<file path="src/hw/rst_pwr_regs.vh">
// Register offsets, field positions and timing counts for reset and power control
`ifndef RST_PWR_REGS_VH
`define RST_PWR_REGS_VH
`define PWRCTL_OFFSET 4'h0
`define PORTCTL_OFFSET 4'h4
`define PORTSTAT_OFFSET 4'h8
`define RSTSTAT_OFFSET 4'hc
`define PWRCTL_IDLE_BIT 0
`define PWRCTL_PDOWN_BIT 1
`define PWRCTL_MASK 8'h03
`define PORT_RESET_VALUE 8'hff
`define RST_MIN_OSC_PERIODS 24
`define AXI_RESP_OKAY 2'b00
`define AXI_RESP_SLVERR 2'b10
`endif

</file>
<file path="src/hw/reset_power_ctrl.v">
// Reset handling, stubbed power control and port ownership, with an AXI4-Lite slave
`include "rst_pwr_regs.vh"
module reset_power_ctrl (
  input wire clk_sys,
  input wire rst,
  input wire [3:0] s_axi_awaddr,
  input wire s_axi_awvalid,
  output wire s_axi_awready,
  input wire [31:0] s_axi_wdata,
  input wire [3:0] s_axi_wstrb,
  input wire s_axi_wvalid,
  output wire s_axi_wready,
  output reg [1:0] s_axi_bresp,
  output reg s_axi_bvalid,
  input wire s_axi_bready,
  input wire [3:0] s_axi_araddr,
  input wire s_axi_arvalid,
  output wire s_axi_arready,
  output reg [31:0] s_axi_rdata,
  output reg [1:0] s_axi_rresp,
  output reg s_axi_rvalid,
  input wire s_axi_rready,
  input wire [7:0] port1In,
  input wire [7:0] port3In,
  output reg [7:0] port1Out,
  output reg [7:0] port3Out,
  output wire [7:0] port1Oe,
  output wire [7:0] port3Oe,
  output wire port0Gpio,
  output wire port2Gpio,
  output wire emulationActive,
  output wire coreRunning,
  output reg internalResetDone
);
  reg [7:0] powerCtl_reg;
  reg [3:0] awAddr_reg;
  reg awHeld_reg;
  reg [31:0] wData_reg;
  reg [3:0] wStrb_reg;
  reg wHeld_reg;
  reg [7:0] port1Latch_reg;
  reg [7:0] port3Latch_reg;
  wire resetDoneRaw;
  wire awFire;
  wire wFire;
  wire writeCommit;
  wire readFire;
  reg [7:0] powerCtl_next;
  reg [7:0] port1Latch_next;
  reg [7:0] port3Latch_next;
  reg [31:0] readData_next;

  // True when an address hits a mapped register
  function mapped;
    input [3:0] addr;
    begin
      mapped = (addr == `PWRCTL_OFFSET) || (addr == `PORTCTL_OFFSET) ||
               (addr == `PORTSTAT_OFFSET) || (addr == `RSTSTAT_OFFSET);
    end
  endfunction

  // Response code for an access; unmapped offsets answer with an error
  function [1:0] respFor;
    input [3:0] addr;
    begin
      if (mapped(addr))
        respFor = `AXI_RESP_OKAY;
      else
        respFor = `AXI_RESP_SLVERR;
    end
  endfunction

  // Reset length monitor on the system clock
  reset_stretch #(
    .MIN_CYCLES(`RST_MIN_OSC_PERIODS)
  ) uStretch (
    .clk_sys(clk_sys),
    .rst(rst),
    .resetDone(resetDoneRaw)
  );

  // Ports 0/2 never offered as GPIO; no emulation; power bits never stop the core
  assign port0Gpio = 1'b0;
  assign port2Gpio = 1'b0;
  assign emulationActive = 1'b0;
  assign coreRunning = ~rst;
  // Quasi-bidirectional ports: output enable follows the output, set only where a one is output
  assign port1Oe = port1Out;
  assign port3Oe = port3Out;

  // Channel readiness: accept each write half once, read when no answer pending
  assign s_axi_awready = ~awHeld_reg & ~s_axi_bvalid;
  assign s_axi_wready = ~wHeld_reg & ~s_axi_bvalid;
  assign s_axi_arready = ~s_axi_rvalid;

  // Channel handshakes taken at this edge
  assign awFire = s_axi_awvalid & s_axi_awready;
  assign wFire = s_axi_wvalid & s_axi_wready;
  assign readFire = s_axi_arvalid & s_axi_arready;
  // Write commits once both halves are held and no answer is pending
  assign writeCommit = awHeld_reg & wHeld_reg & ~s_axi_bvalid;

  // Next register contents for a committing write, byte lanes honoured
  always @*
  begin
    powerCtl_next = powerCtl_reg;
    port1Latch_next = port1Latch_reg;
    port3Latch_next = port3Latch_reg;
    if (writeCommit)
    begin
      if (awAddr_reg == `PWRCTL_OFFSET && wStrb_reg[0])
      begin
        // Idle and power-down bits only stored; no flag bit exists
        powerCtl_next = wData_reg[7:0] & `PWRCTL_MASK;
      end
      if (awAddr_reg == `PORTCTL_OFFSET)
      begin
        if (wStrb_reg[0])
          port1Latch_next = wData_reg[7:0];
        if (wStrb_reg[1])
          port3Latch_next = wData_reg[15:8];
      end
    end
  end

  // Read data for the offset on the read address channel
  always @*
  begin
    case (s_axi_araddr)
      `PWRCTL_OFFSET: readData_next = {24'h000000, powerCtl_reg};
      `PORTCTL_OFFSET: readData_next = {16'h0000, port3Latch_reg, port1Latch_reg};
      `PORTSTAT_OFFSET: readData_next = {16'h0000, port3In, port1In};
      `RSTSTAT_OFFSET: readData_next = {31'h00000000, internalResetDone};
      default: readData_next = 32'h00000000;
    endcase
  end

  // Port pin outputs go to all ones asynchronously on reset
  always @(posedge clk_sys or posedge rst)
  begin
    if (rst)
    begin
      port1Out <= `PORT_RESET_VALUE;
      port3Out <= `PORT_RESET_VALUE;
    end
    else
    begin
      port1Out <= port1Latch_reg;
      port3Out <= port3Latch_reg;
    end
  end

  // Internal state resets synchronously
  always @(posedge clk_sys)
  begin
    if (rst)
    begin
      powerCtl_reg <= 8'h00;
      port1Latch_reg <= `PORT_RESET_VALUE;
      port3Latch_reg <= `PORT_RESET_VALUE;
      awAddr_reg <= 4'h0;
      awHeld_reg <= 1'b0;
      wData_reg <= 32'h00000000;
      wStrb_reg <= 4'h0;
      wHeld_reg <= 1'b0;
      s_axi_bvalid <= 1'b0;
      s_axi_bresp <= `AXI_RESP_OKAY;
      s_axi_rvalid <= 1'b0;
      s_axi_rresp <= `AXI_RESP_OKAY;
      s_axi_rdata <= 32'h00000000;
      internalResetDone <= 1'b0;
    end
    else
    begin
      internalResetDone <= resetDoneRaw | internalResetDone;
      if (awFire)
      begin
        awAddr_reg <= s_axi_awaddr;
        awHeld_reg <= 1'b1;
      end
      if (wFire)
      begin
        wData_reg <= s_axi_wdata;
        wStrb_reg <= s_axi_wstrb;
        wHeld_reg <= 1'b1;
      end
      // Commit write once both halves are held
      powerCtl_reg <= powerCtl_next;
      port1Latch_reg <= port1Latch_next;
      port3Latch_reg <= port3Latch_next;
      if (writeCommit)
      begin
        awHeld_reg <= 1'b0;
        wHeld_reg <= 1'b0;
        s_axi_bvalid <= 1'b1;
        s_axi_bresp <= respFor(awAddr_reg);
      end
      if (s_axi_bvalid && s_axi_bready)
        s_axi_bvalid <= 1'b0;
      // Read answer one cycle after the address is taken
      if (readFire)
      begin
        s_axi_rvalid <= 1'b1;
        s_axi_rresp <= respFor(s_axi_araddr);
        s_axi_rdata <= readData_next;
      end
      else if (s_axi_rvalid && s_axi_rready)
        s_axi_rvalid <= 1'b0;
    end
  end
endmodule

</file>
<file path="src/hw/reset_stretch.v">
// Counts clock edges with reset high and flags a completed internal reset
module reset_stretch #(
  parameter MIN_CYCLES = 24
) (
  input wire clk_sys,
  input wire rst,
  output reg resetDone = 1'b0
);
  // Known start so a short first reset still reports not done
  reg [5:0] holdCount_reg = 6'h00;

  // Synchronous count of reset-high edges; done once minimum seen
  always @(posedge clk_sys)
  begin
    if (rst)
    begin
      if (holdCount_reg < MIN_CYCLES[5:0])
        holdCount_reg <= holdCount_reg + 6'h01;
      resetDone <= (holdCount_reg >= MIN_CYCLES[5:0] - 6'h01);
    end
    else
    begin
      holdCount_reg <= 6'h00;
    end
  end
endmodule

</file>
<file path="config.mk">
export PLATFORM = sky130hd
export DESIGN_NAME = reset_power_ctrl
export DESIGN_NICKNAME = d
export VERILOG_FILES = /design/src/hw/reset_power_ctrl.v /design/src/hw/reset_stretch.v
export VERILOG_INCLUDE_DIRS = /design/src /design/src/hw
export SDC_FILE = /design/constraint.sdc
export NUM_CORES = 1
export LEC_CHECK = 0
export ABC_AREA = 1
export BUFFER_PORTS_ARGS = -buffer_cell sky130_fd_sc_hd__buf_2
export CAP_MARGIN = 20
export CORE_MARGIN = 3
export CORE_UTILIZATION = 48
export CTS_CLUSTER_SIZE = 14
export DETAILED_ROUTE_END_ITERATION = 10
export MAX_ROUTING_LAYER = met4
export PLACE_DENSITY = 0.82
export SLEW_MARGIN = 20
export SYNTH_ARGS = -nofsm -noshare
export SYNTH_HDL_FRONTEND = slang
export SYNTH_SLANG_ARGS = --single-unit
</file>
<file path="constraint.sdc">
create_clock -name clk_sys -period 1.4 [get_ports clk_sys]
set_clock_uncertainty 0.05 [all_clocks]
set_input_delay 0.14 -clock clk_sys [delete_from_list [all_inputs] [get_ports clk_sys]]
set_output_delay 0.14 -clock clk_sys [all_outputs]
set_load 0.05 [all_outputs]
</file>
After elaboration in Yosys (flattened, before gate mapping). Cells that the tools add are included.

Register bits after elaboration: 104. Input bits: 67. Output and inout port bits: 78. Logic and storage cells: 62.

$add $sub $neg: 1. Magnitude comparators: 2. Equality and inequality tests: 6. Mux-type cells: 5. Bitwise gates (word level): 13. Reduce and logical (&&, ||, !) cells: 17.

Operators with widths (number): $pmux W16 S4 (1); $eq A4 B4 Y1 const B (4); $eq A4 B3 Y1 const B (2); $logic_not A4 Y1 (2); $and A1 B1 Y1 (7); $add A6 B1 Y6 const B (1); $ge A6 B5 Y1 const B (1); $logic_or A1 B1 Y1 (6); $lt A6 B5 Y1 const B (1); $reduce_and A3 Y1 (2); $not A1 Y1 (5); $mux W2 (2); $reduce_or A2 Y1 (2); $logic_and A1 B1 Y1 (3); $mux W1 (2); $reduce_and A2 Y1 (1); $reduce_bool A2 Y1 (1); $or A1 B1 Y1 (1).

Longest topological paths before layout. Gate-level depths: netlist of the first run.

Depth in word-level cells: 5. Mapped depth: 7. Mapped depth without buffers: 7.

Hierarchy. From an unflattened synthesis of the first run, not the netlist that was laid out.

Cell total of the unflattened synthesis: 424. Area total of the unflattened synthesis: 3606.0 um^2.

Modules (own cells, without submodules): reset_power_ctrl (instances 1, cells each 387, area an instance 3301.9 um^2, sequential area each 1681.6 um^2); reset_stretch (instances 1, cells each 37, area an instance 304.0 um^2, sequential area each 150.1 um^2).

Least setup slack after synthesis of the first run. OpenSTA, ideal clock, no wires.

Path type: register to register. Start point: register s_axi_bvalid. End point: register awAddr_reg[0]. Arrival: 1.861 ns. Slack: -0.633 ns. Stages on the path, launching flop included: 5. Period minus slack after synthesis: 2.033 ns. Cells stage by stage: dfxtp_1 nor2_1 nand2_1 o21ai_0 a21oi_1.

Cells in the longest elaborated chain, start to end: 3.

Ends and longest elaborated chain: start: declaration (RTL line reset_power_ctrl.v:14) `output reg s_axi_bvalid,`; start signal: assignment (RTL line reset_power_ctrl.v:166) `s_axi_bvalid <= 1'b0;`; start signal: assignment (RTL line reset_power_ctrl.v:195) `s_axi_bvalid <= 1'b1;`; start signal: assignment (RTL line reset_power_ctrl.v:199) `s_axi_bvalid <= 1'b0;`; $not A1 Y1 (RTL line reset_power_ctrl.v:92) `assign s_axi_awready = ~awHeld_reg & ~s_axi_bvalid;`; $and A1 B1 Y1 (RTL line reset_power_ctrl.v:92); named net s_axi_awready (RTL line reset_power_ctrl.v:8) `output wire s_axi_awready,`; $and A1 B1 Y1 (RTL line reset_power_ctrl.v:97) `assign awFire = s_axi_awvalid & s_axi_awready;`; end signal: assignment (RTL line reset_power_ctrl.v:178) `awAddr_reg <= s_axi_awaddr;`; end: declaration (RTL line reset_power_ctrl.v:36) `reg [3:0] awAddr_reg;`.

The timed path passes the listed nets, and every way through them passes these cells. A chain may end at the register's enable or synchronous reset.

Final worst setup path of the first run.
Start point: register port3Out[7], in the netlist port3Oe[7]. End point: output port port3Oe[7].

RTL lines: start: declaration (RTL line reset_power_ctrl.v:26) `output reg [7:0] port3Out,`; start signal: assignment (RTL line reset_power_ctrl.v:144) `` port3Out <= `PORT_RESET_VALUE; ``; start signal: assignment (RTL line reset_power_ctrl.v:149) `port3Out <= port3Latch_reg;`; end: declaration (RTL line reset_power_ctrl.v:28) `output wire [7:0] port3Oe,`.

No word-level cell between the ends.

==> results.sh, run 1 <==
export IMPL_status="finished, final reports clean"
export IMPL_cts_buffers=9
export IMPL_fin_tns_setup_ps=0
export IMPL_min_path_type="primary input to flip-flop"
export IMPL_die_area_sq_um=8710
export IMPL_io_pins=145
export IMPL_fin_area_sq_um=4380
export IMPL_hold_violations=0
export IMPL_cts_path_max_buffers=2
export IMPL_yosys_warnings=0
export IMPL_required_ps=1210
export IMPL_r2r_start="s_axi_bvalid"
export IMPL_synth_xor_area_share_pct=0
export IMPL_path_clk_slew_ps=90
export IMPL_avgRoutedWirePerCell_microns=13.1
export IMPL_p_leak_nw=2.08
export IMPL_max_freq_ghz=0.734
export IMPL_synth_top_family_by_area="simple AND/OR/NAND/NOR gates"
export IMPL_hold_start="s_axi_wdata[10]"
export IMPL_dpl_cell_area_sq_um=4090
export IMPL_ys_types=30
export IMPL_start_util_pct=49.9
export IMPL_grt_use_total_pct=19.2
export IMPL_cp_arrival_ps=1170
export IMPL_met1_usage_pct=22.5
export IMPL_syn_area_sq_um=3660
export IMPL_dpl_hpwl_microns=5910
export IMPL_firstDrtPassIters=6
export IMPL_drc=0
export IMPL_yosysSeqAreaShare_pct=50.0
export IMPL_crit_chain="buf_2"
export IMPL_gp_congestion=0.782
export IMPL_synth_area_leaders="dfxtp_1 (38%), dfstp_2 (11%), buf_4 (8.2%)"
export IMPL_cts_root_buf="clkbuf_8"
export IMPL_wl_microns=7990
export IMPL_cpPeakStageDelay_ps=570
export IMPL_cap_violations=0
export IMPL_rrSetupSlack_ps=100
export IMPL_drt_initial_drc_count=76
export IMPL_layout_worst_path_cycle_share_pct=97.4
export IMPL_synth_simple_area_share_pct=18.1
export IMPL_cts_setup_buffers=0
export IMPL_worstPathBufferInverterCount=1
export IMPL_grt_met3_usage_pct=3.46
export IMPL_r2r_worst_path_cells=5
export IMPL_synth_largest_area_cell="dfxtp_1"
export IMPL_r2r_end="powerCtl_reg[0]"
export IMPL_min_to="wData_reg[10]"
export IMPL_antenna_left=0
export IMPL_synth_ff_type="dfxtp_1"
export IMPL_path_class="flip-flop to output port"
export IMPL_seqPwrFrac_pct=50.9
export IMPL_rsz0062_at_grt="false"
export IMPL_synth_avg_cell_area_sq_um=8.89
export IMPL_min_path_cells=3
export IMPL_nets=574
export IMPL_powerDensity_nw_per_um2=1170
export IMPL_grt_max_degree=37
export IMPL_synth_compound_area_share_pct=17.3
export IMPL_crit_path_end_kind="output port"
export IMPL_total_power_mw=5.14
export IMPL_grt_busiest_layer="met2"
export IMPL_synthArstFlopShare_pct=18.6
export IMPL_syn2layout_area_growth_pct=19.7
export IMPL_power_switching_mw=1.52
export IMPL_antenna_found_initial=0
export IMPL_vias_per_cell=4.90
export IMPL_synth_seq_cells=86
export IMPL_cp_top_family="flip-flops"
export IMPL_core_sq_um=7330
export IMPL_synth_edf_count=1
export IMPL_grt_pass1_vias=2770
export IMPL_yosys_area_top_type_share_pct=37.7
export IMPL_die_w_microns=93.3
export IMPL_crit_path_start_kind="flip-flop"
export IMPL_comb_power_share_pct=15.3
export IMPL_vdd_ir_drop_worst_v=0.000825
export IMPL_grt_overflow=0
export IMPL_cts_tree="built"
export IMPL_worstSkewPairLatency_ps=350
export IMPL_swShare_pct=29.6
export IMPL_cts_sinks=86
export IMPL_diodes=0
export IMPL_yosysMostFrequentCell="nand2_1"
export IMPL_use_met2_pct=32.5
export IMPL_internal_power_mw=3.62
export IMPL_rows=31
export IMPL_synth_common_cells="nand2_1 (71), dfxtp_1 (69), buf_4 (40)"
export IMPL_via_count=2986
export IMPL_p_clk_share_pct=33.8
export IMPL_slowest_stage="dfstp_2"
export IMPL_period_needed_ps=1360
export IMPL_setup_viol=0
export IMPL_htreeDepth=3
export IMPL_synthCells=412
export IMPL_drive_gt1_share_pct=38.6
export IMPL_muxShareOfSynthArea_pct=0
export IMPL_grt_pass1_wl_microns=12800
export IMPL_portBuffers=105
export IMPL_worst_path_max_fanout=2
export IMPL_synth_adder_area_share_pct=0.342
export IMPL_slew_violations=0
export IMPL_die_height_microns=93.3
cell usage in the layout (no fill, tap or decap), types with 3 or more instances in the layout:
cell type,n
nand2_4,3
a21oi_2,11
nor2_4,5
a21oi_1,32
nor2_1,18
dfxtp_1,65
dfstp_2,16
nand3_1,39
nand2_1,71
inv_2,8
o21ai_0,18
o21ai_1,11
clkbuf_8,9
buf_2,103
inv_1,25
buf_4,5
conb_1,21
o211ai_2,16
dlygate4sd3_1,6
power by group through the flow:
stage | clock network, mW | registers [mW] | logic (mW)
after floorplan | 0 | 2.73 | 0.556
after global placement | 0 | 2.66 | 0.741
after detailed placement | 0 | 2.67 | 0.758
after CTS | 1.78 | 2.61 | 0.775
after global routing | 1.88 | 2.62 | 0.866
final | 1.74 | 2.61 | 0.788
logic make-up (layout without fill, tap and decap cells):
family | after synthesis | after routing
other cells | 1 | 21
compound gates | 92 | 92
flops | 86 | 86
buf+inv | 88 | 167
fa+ha+maj | 1 | 1
simple gates | 144 | 144
worst max-delay path by stage:
stage,start,end,slack [ps],cells after the start
2_1_floorplan,s_axi_bvalid,wData_reg[12],20,5
3_3_place_gp,wHeld_reg,port1Latch_reg[6],100,5
3_5_place_dp,wHeld_reg,port1Latch_reg[5],30,5
4_1_cts,awHeld_reg,s_axi_awready,10,3
5_1_grt,s_axi_bvalid,powerCtl_reg[1],6,5
6_report,port3Oe[7],port3Oe[7],40,1
per-layer routing:
layer  wire (microns)  share of wire [%]
met1             3280                 41
met2             4030                 50
met3              520                6.5
met4              162                2.0
met5                0                  0
cell type report:
type	instances	area (sq um)
clock buffer	9	124
clock inverter	7	71.3
fill	664	2950
inverter	33	124
multi-input combinational	258	1420
sequential	86	1840
tap	99	124
timing repair buffer	118	676
stage by stage:
stage	instances	utilization, %	hold slack (ps)	setup WS, ps
floorplan	432	-	159	17.6
global placement	588	55.8	200	95.7
detailed placement	588	55.8	200	31.9
CTS	610	59.4	0.0195	12.9
global route	610	59.8	23.9	6.03
finish	610	59.8	13.4	36.7
timing repair:
item | 4_1_cts | 5_1_grt
endpoints found under the setup margin | 1 | 18
hold endpoints to repair | 6 | 0
hold buffers | 6 | 0
resized for setup | 1 | 8
No activity file was read; power rests on OpenSTA's default activity.
==> run 2, diff against run 1 <==
- CORE_ASPECT_RATIO: default -> 0.6
==> run 2 against run 1 <==
Against the previous run:
- flip-flop and latch count unchanged
- largest power group unchanged
- power increased by 12%
- critical endpoint is now port1Latch_reg[1]
- critical path type is now flip-flop to flip-flop
- sequential power about the same
- non-clock buffer count down 4
- register-to-register slack worse by 90 ps
- maximum frequency decreased by 1.6%
==> results.sh, run 2 (synthesized netlist as in run 1, its figures left out) <==
export IMPL_status="finished, final reports clean"
export IMPL_grt_use_total_pct=19.3
export IMPL_crit_path_end_kind="flip-flop"
export IMPL_wl_microns=8100
export IMPL_grt_overflow=0
export IMPL_period_needed_ps=1390
export IMPL_cap_violations=0
export IMPL_grt_pass1_wl_microns=12900
export IMPL_rsz0062_at_grt="true"
export IMPL_cts_setup_buffers=0
export IMPL_dpl_hpwl_microns=6000
export IMPL_internal_power_mw=4.23
export IMPL_cts_root_buf="clkbuf_16"
export IMPL_dp_cells=590
export IMPL_powerDensity_nw_per_um2=1310
export IMPL_total_power_mw=5.78
export IMPL_swShare_pct=26.7
export IMPL_htreeDepth=3
export IMPL_syn2layout_area_growth_pct=20.8
export IMPL_drt_initial_drc_count=144
export IMPL_min_path_type="primary input to flip-flop"
export IMPL_max_freq_ghz=0.722
export IMPL_vias_per_cell=4.82
export IMPL_whs_ps=17.9
export IMPL_seqPwrFrac_pct=45.3
export IMPL_p_clk_share_pct=41.5
export IMPL_avgRoutedWirePerCell_microns=13.3
export IMPL_fin_area_sq_um=4420
export IMPL_antenna_left=0
export IMPL_cts_buffers=9
export IMPL_grt_max_degree=37
export IMPL_firstDrtPassIters=4
export IMPL_cp_arrival_ps=1550
export IMPL_dpl_cell_area_sq_um=4100
export IMPL_io_pins=145
export IMPL_final_util_pct=63.0
export IMPL_final_common_cell="buf_2"
export IMPL_path_clk_slew_ps=60
export IMPL_die_w_microns=119
export IMPL_gp_congestion=0.849
export IMPL_start_util_pct=52.1
export IMPL_nets=570
export IMPL_via_count=2928
export IMPL_cts_tree="built"
export IMPL_hold_violations=0
export IMPL_power_switching_mw=1.54
export IMPL_comb_power_share_pct=13.3
export IMPL_cts_sinks=86
export IMPL_diodes=0
export IMPL_crit_path_start_kind="flip-flop"
export IMPL_final_cells=607
export IMPL_drive_gt1_share_pct=38.3
export IMPL_worst_path_max_fanout=16
export IMPL_portBuffers=105
export IMPL_rows=23
export IMPL_core_sq_um=7020
export IMPL_required_ps=1570
export IMPL_cts_path_max_buffers=2
export IMPL_final_cell_mix="buf_2 (104), nand2_1 (71), dfxtp_1 (67)"
export IMPL_path_class="flip-flop to flip-flop"
export IMPL_die_height_microns=73.7
export IMPL_slew_violations=0
export IMPL_antenna_found_initial=0
export IMPL_die_area_sq_um=8750
export IMPL_p_leak_nw=2.08
export IMPL_vdd_ir_drop_worst_v=0.000672
export IMPL_drc=0
export IMPL_grt_pass1_vias=2769
export IMPL_layout_worst_path_cycle_share_pct=99.0
export IMPL_worstSkewPairLatency_ps=330
export IMPL_setup_viol=0
run 2: cell count changes in the layout (fill, tap and decap cells not counted), sizes merged:
| cell | previous run | this run |
|---|---|---|
| inv | 36 | 33 |
| buf | 111 | 113 |
| bufinv | 1 | 0 |
| clkinv | 2 | 1 |
| clkbuf | 10 | 14 |
| dlygate4sd3 | 6 | 1 |
run 2: worst paths after layout:
| check | startpoint | to | slack [ps] | depth (start not counted) |
|---|---|---|---|---|
| setup / recovery | wHeld_reg | port1Latch_reg[1] | 10 | 5 |
| hold / removal | s_axi_awvalid | awHeld_reg | 20 | 3 |
| setup reg to reg | wHeld_reg | port1Latch_reg[1] | 10 | 5 |
| hold reg to reg | port3Latch_reg[4] | port3Oe[4] | 280 | 0 |
| max in group asynchronous | rst | port3Oe[3] | 1020 | 4 |
| min in group asynchronous | rst | port3Oe[7] | 50 | 3 |
run 2: per-stage QoR:
stage / TNS, ps / setup WS (ps)
final: 0 / 14.3
after global routing: -781 / -83.3
after global placement: 0 / 98.0
after detailed placement: 0 / 15.2
after CTS: 0 / 12.9
after floorplan: 0 / 17.6
run 2: power groups by stage:
stage / logic, mW / registers [mW] / clock network, mW
3_3_place_gp: 0.747 / 2.66 / 0
6_report: 0.767 / 2.61 / 2.39
2_1_floorplan: 0.556 / 2.73 / 0
5_1_grt: 0.836 / 2.62 / 2.55
4_1_cts: 0.771 / 2.61 / 2.44
3_5_place_dp: 0.763 / 2.66 / 0
run 2: critical path, stage by stage (launching register included):
cell	delay (ps)
dfxtp_1	440
nand3b_4	130
nor2_2	130
nand2_2	260
nand2_1	180
o211ai_2	80
run 2: per-layer routing:
| layer | share of wire [%] | track usage [%] | wire, microns |
|---|---|---|---|
| met1 | 44 | 22.5 | 3590 |
| met5 | 0 | - | 0 |
| met3 | 7.2 | 7.31 | 583 |
| met4 | 0.14 | 6.16 | 11 |
| met2 | 48 | 31.4 | 3920 |
run 2: area by class of cell:
| type | count | area [sq um] |
|---|---|---|
| Inverter | 33 | 124 |
| Tap cell | 100 | 125 |
| Timing Repair Buffer | 114 | 623 |
| Fill cell | 659 | 2600 |
| Sequential cell | 86 | 1840 |
| Multi-Input combinational cell | 258 | 1400 |
| Clock buffer | 14 | 297 |
| Clock inverter | 2 | 12.5 |
run 2: what timing repair did:
| item | 4_1_cts | 5_1_grt |
|---|---|---|
| hold buffers | 1 | 0 |
| gates resized for setup | 1 | 0 |
| endpoints found under the setup margin | 1 | 16 |
| hold endpoints to repair | 1 | 0 |
==> run 3, diff against run 2 <==
- CORE_ASPECT_RATIO: 0.6 -> default
- RECOVER_POWER: default -> 50
==> run 3 against run 2 <==
Against the previous run:
- core utilization fell by 3.5 points
- critical path depth fell by 4
- final area fell by 1.5%
- register-to-register slack improved by 96 ps
- worst hold slack got worse by 3.9 ps
- combinational power rose by 2%
- die area fell by 0.39%
- cell count rose by 0.49%
- global-route usage fell by 0.15 points
- critical path type is now flip-flop to output port
- largest power group unchanged
==> results.sh, run 3 (synthesized netlist as in run 1, its figures left out) <==
export IMPL_status="finished, final reports clean"
export IMPL_path_class="flip-flop to output port"
export IMPL_grt_max_degree=37
export IMPL_slew_violations=0
export IMPL_grt_pass1_vias=2770
export IMPL_relSlewSlack_pct=58.5
export IMPL_hold_violations=0
export IMPL_fill_cells=671
export IMPL_required_ps=1210
export IMPL_cts_path_max_buffers=2
export IMPL_cts_root_buf="clkbuf_8"
export IMPL_die_w_microns=93.3
export IMPL_die_area_sq_um=8710
export IMPL_cts_buffers=9
export IMPL_rsz0062_at_grt="false"
export IMPL_min_path_type="primary input to flip-flop"
export IMPL_antenna_left=0
export IMPL_wl_microns=8010
export IMPL_diodes=0
export IMPL_dpl_cell_area_sq_um=4090
export IMPL_dp_cells=588
export IMPL_nets=574
export IMPL_final_common_cell="buf_2"
export IMPL_final_cells=610
export IMPL_die_height_microns=93.3
export IMPL_cap_violations=0
export IMPL_fin_area_sq_um=4360
export IMPL_cp_top_family="flip-flops"
export IMPL_cts_setup_buffers=0
export IMPL_layout_worst_path_cycle_share_pct=97.5
export IMPL_firstDrtPassIters=4
export IMPL_crit_chain="buf_2"
export IMPL_worstSkewPairLatency_ps=350
export IMPL_via_count=2993
export IMPL_rrSetupSlack_ps=110
export IMPL_powerDensity_nw_per_um2=1180
export IMPL_cp_arrival_ps=1170
export IMPL_worst_path_max_fanout=2
export IMPL_start_util_pct=49.9
export IMPL_period_needed_ps=1360
export IMPL_core_sq_um=7330
export IMPL_fin_tns_setup_ps=0
export IMPL_htreeDepth=3
export IMPL_p_leak_nw=2.06
export IMPL_crit_path_end_kind="output port"
export IMPL_final_util_pct=59.5
export IMPL_gp_congestion=0.782
export IMPL_portBuffers=105
export IMPL_vias_per_cell=4.91
export IMPL_rows=31
export IMPL_io_pins=145
export IMPL_grt_pass1_wl_microns=12800
export IMPL_path_clk_slew_ps=90
export IMPL_crit_path_start_kind="flip-flop"
export IMPL_setup_viol=0
export IMPL_final_cell_mix="buf_2 (82), nand2_1 (72), dfxtp_1 (66)"
export IMPL_drc=0
export IMPL_antenna_found_initial=0
export IMPL_grt_use_total_pct=19.2
export IMPL_cts_tree="built"
export IMPL_avgRoutedWirePerCell_microns=13.1
export IMPL_grt_overflow=0
export IMPL_syn2layout_area_growth_pct=19.1
export IMPL_cpPeakStageDelay_ps=560
export IMPL_worst_pin_slew_ps=622
export IMPL_cts_sinks=86
export IMPL_dpl_hpwl_microns=5910
export IMPL_worstPathBufferInverterCount=1
export IMPL_drive_gt1_share_pct=36.8
export IMPL_slowest_stage="dfstp_2"
export IMPL_max_freq_ghz=0.733
export IMPL_vdd_ir_drop_worst_v=0.000826
export IMPL_drt_initial_drc_count=106
-- run 3: cell types whose count changed in the layout (fill, tap and decap cells not counted), moves of 3 or more --
cell	change
buf_4	-3
a21oi_2	-3
clkbuf_2	+21
dlygate4sd3_1	+5
clkbuf_8	+8
buf_2	-22
inv_2	-3
a21oi_1	+3
clkbuf_16	-11
nand2_2	-3
inv_1	+3
-- run 3: power by group --
group          switching (mW)  leakage (nW)  internal [mW]  total [mW]
Combinational           0.565          1.22          0.218       0.783
Sequential             0.0514         0.744           2.56        2.61
Clock                   0.907         0.100          0.832        1.74
Total                    1.52          2.06           3.61        5.14
-- run 3: layer usage --
layer,GRT usage (%),up-vias,part of all wire (%)
li1,-,1486,-
met1,22.5,1382,41
met2,32.5,112,51
met3,3.46,13,7.0
met4,7.81,0,1.6
met5,-,-,0
-- run 3: path summary, 6_finish.rpt --
check / from / endpoint / cells after the start
max in group asynchronous: rst / port1Oe[2] / 3
min in group asynchronous: rst / port3Oe[1] / 3
setup / recovery: port3Oe[7] / port3Oe[7] / 1
hold / removal: s_axi_wdata[10] / wData_reg[10] / 3
setup reg to reg: awAddr_reg[1] / port3Latch_reg[1] / 6
hold reg to reg: port3Latch_reg[0] / port3Oe[0] / 0
-- run 3: metrics by stage --
| stage | setup slack (ps) | hold WS [ps] | power [mW] |
|---|---|---|---|
| global placement | 95.7 | 200 | 3.40 |
| global route | 6.03 | 23.9 | 5.37 |
| detailed placement | 31.9 | 200 | 3.42 |
| finish | 35.1 | 14.0 | 5.14 |
| floorplan | 17.6 | 159 | 3.29 |
| CTS | 12.9 | 0.0195 | 5.17 |
-- run 3: repair_timing --
item / in CTS / in global routing
resized for setup: 1 / 8
hold endpoints to repair: 6 / 0
endpoints found under the setup margin: 1 / 18
hold buffers: 6 / 0
-- run 3: layout make-up --
cell class / count / area, sq um / share of cell area [%]
Clock buffer: 9 / 124 / 2.84
Clock inverter: 7 / 71.3 / 1.64
Inverter: 33 / 124 / 2.84
Multi-Input combinational cell: 258 / 1410 / 32.3
Sequential cell: 86 / 1840 / 42.2
Tap cell: 99 / 124 / 2.84
Timing Repair Buffer: 118 / 672 / 15.4
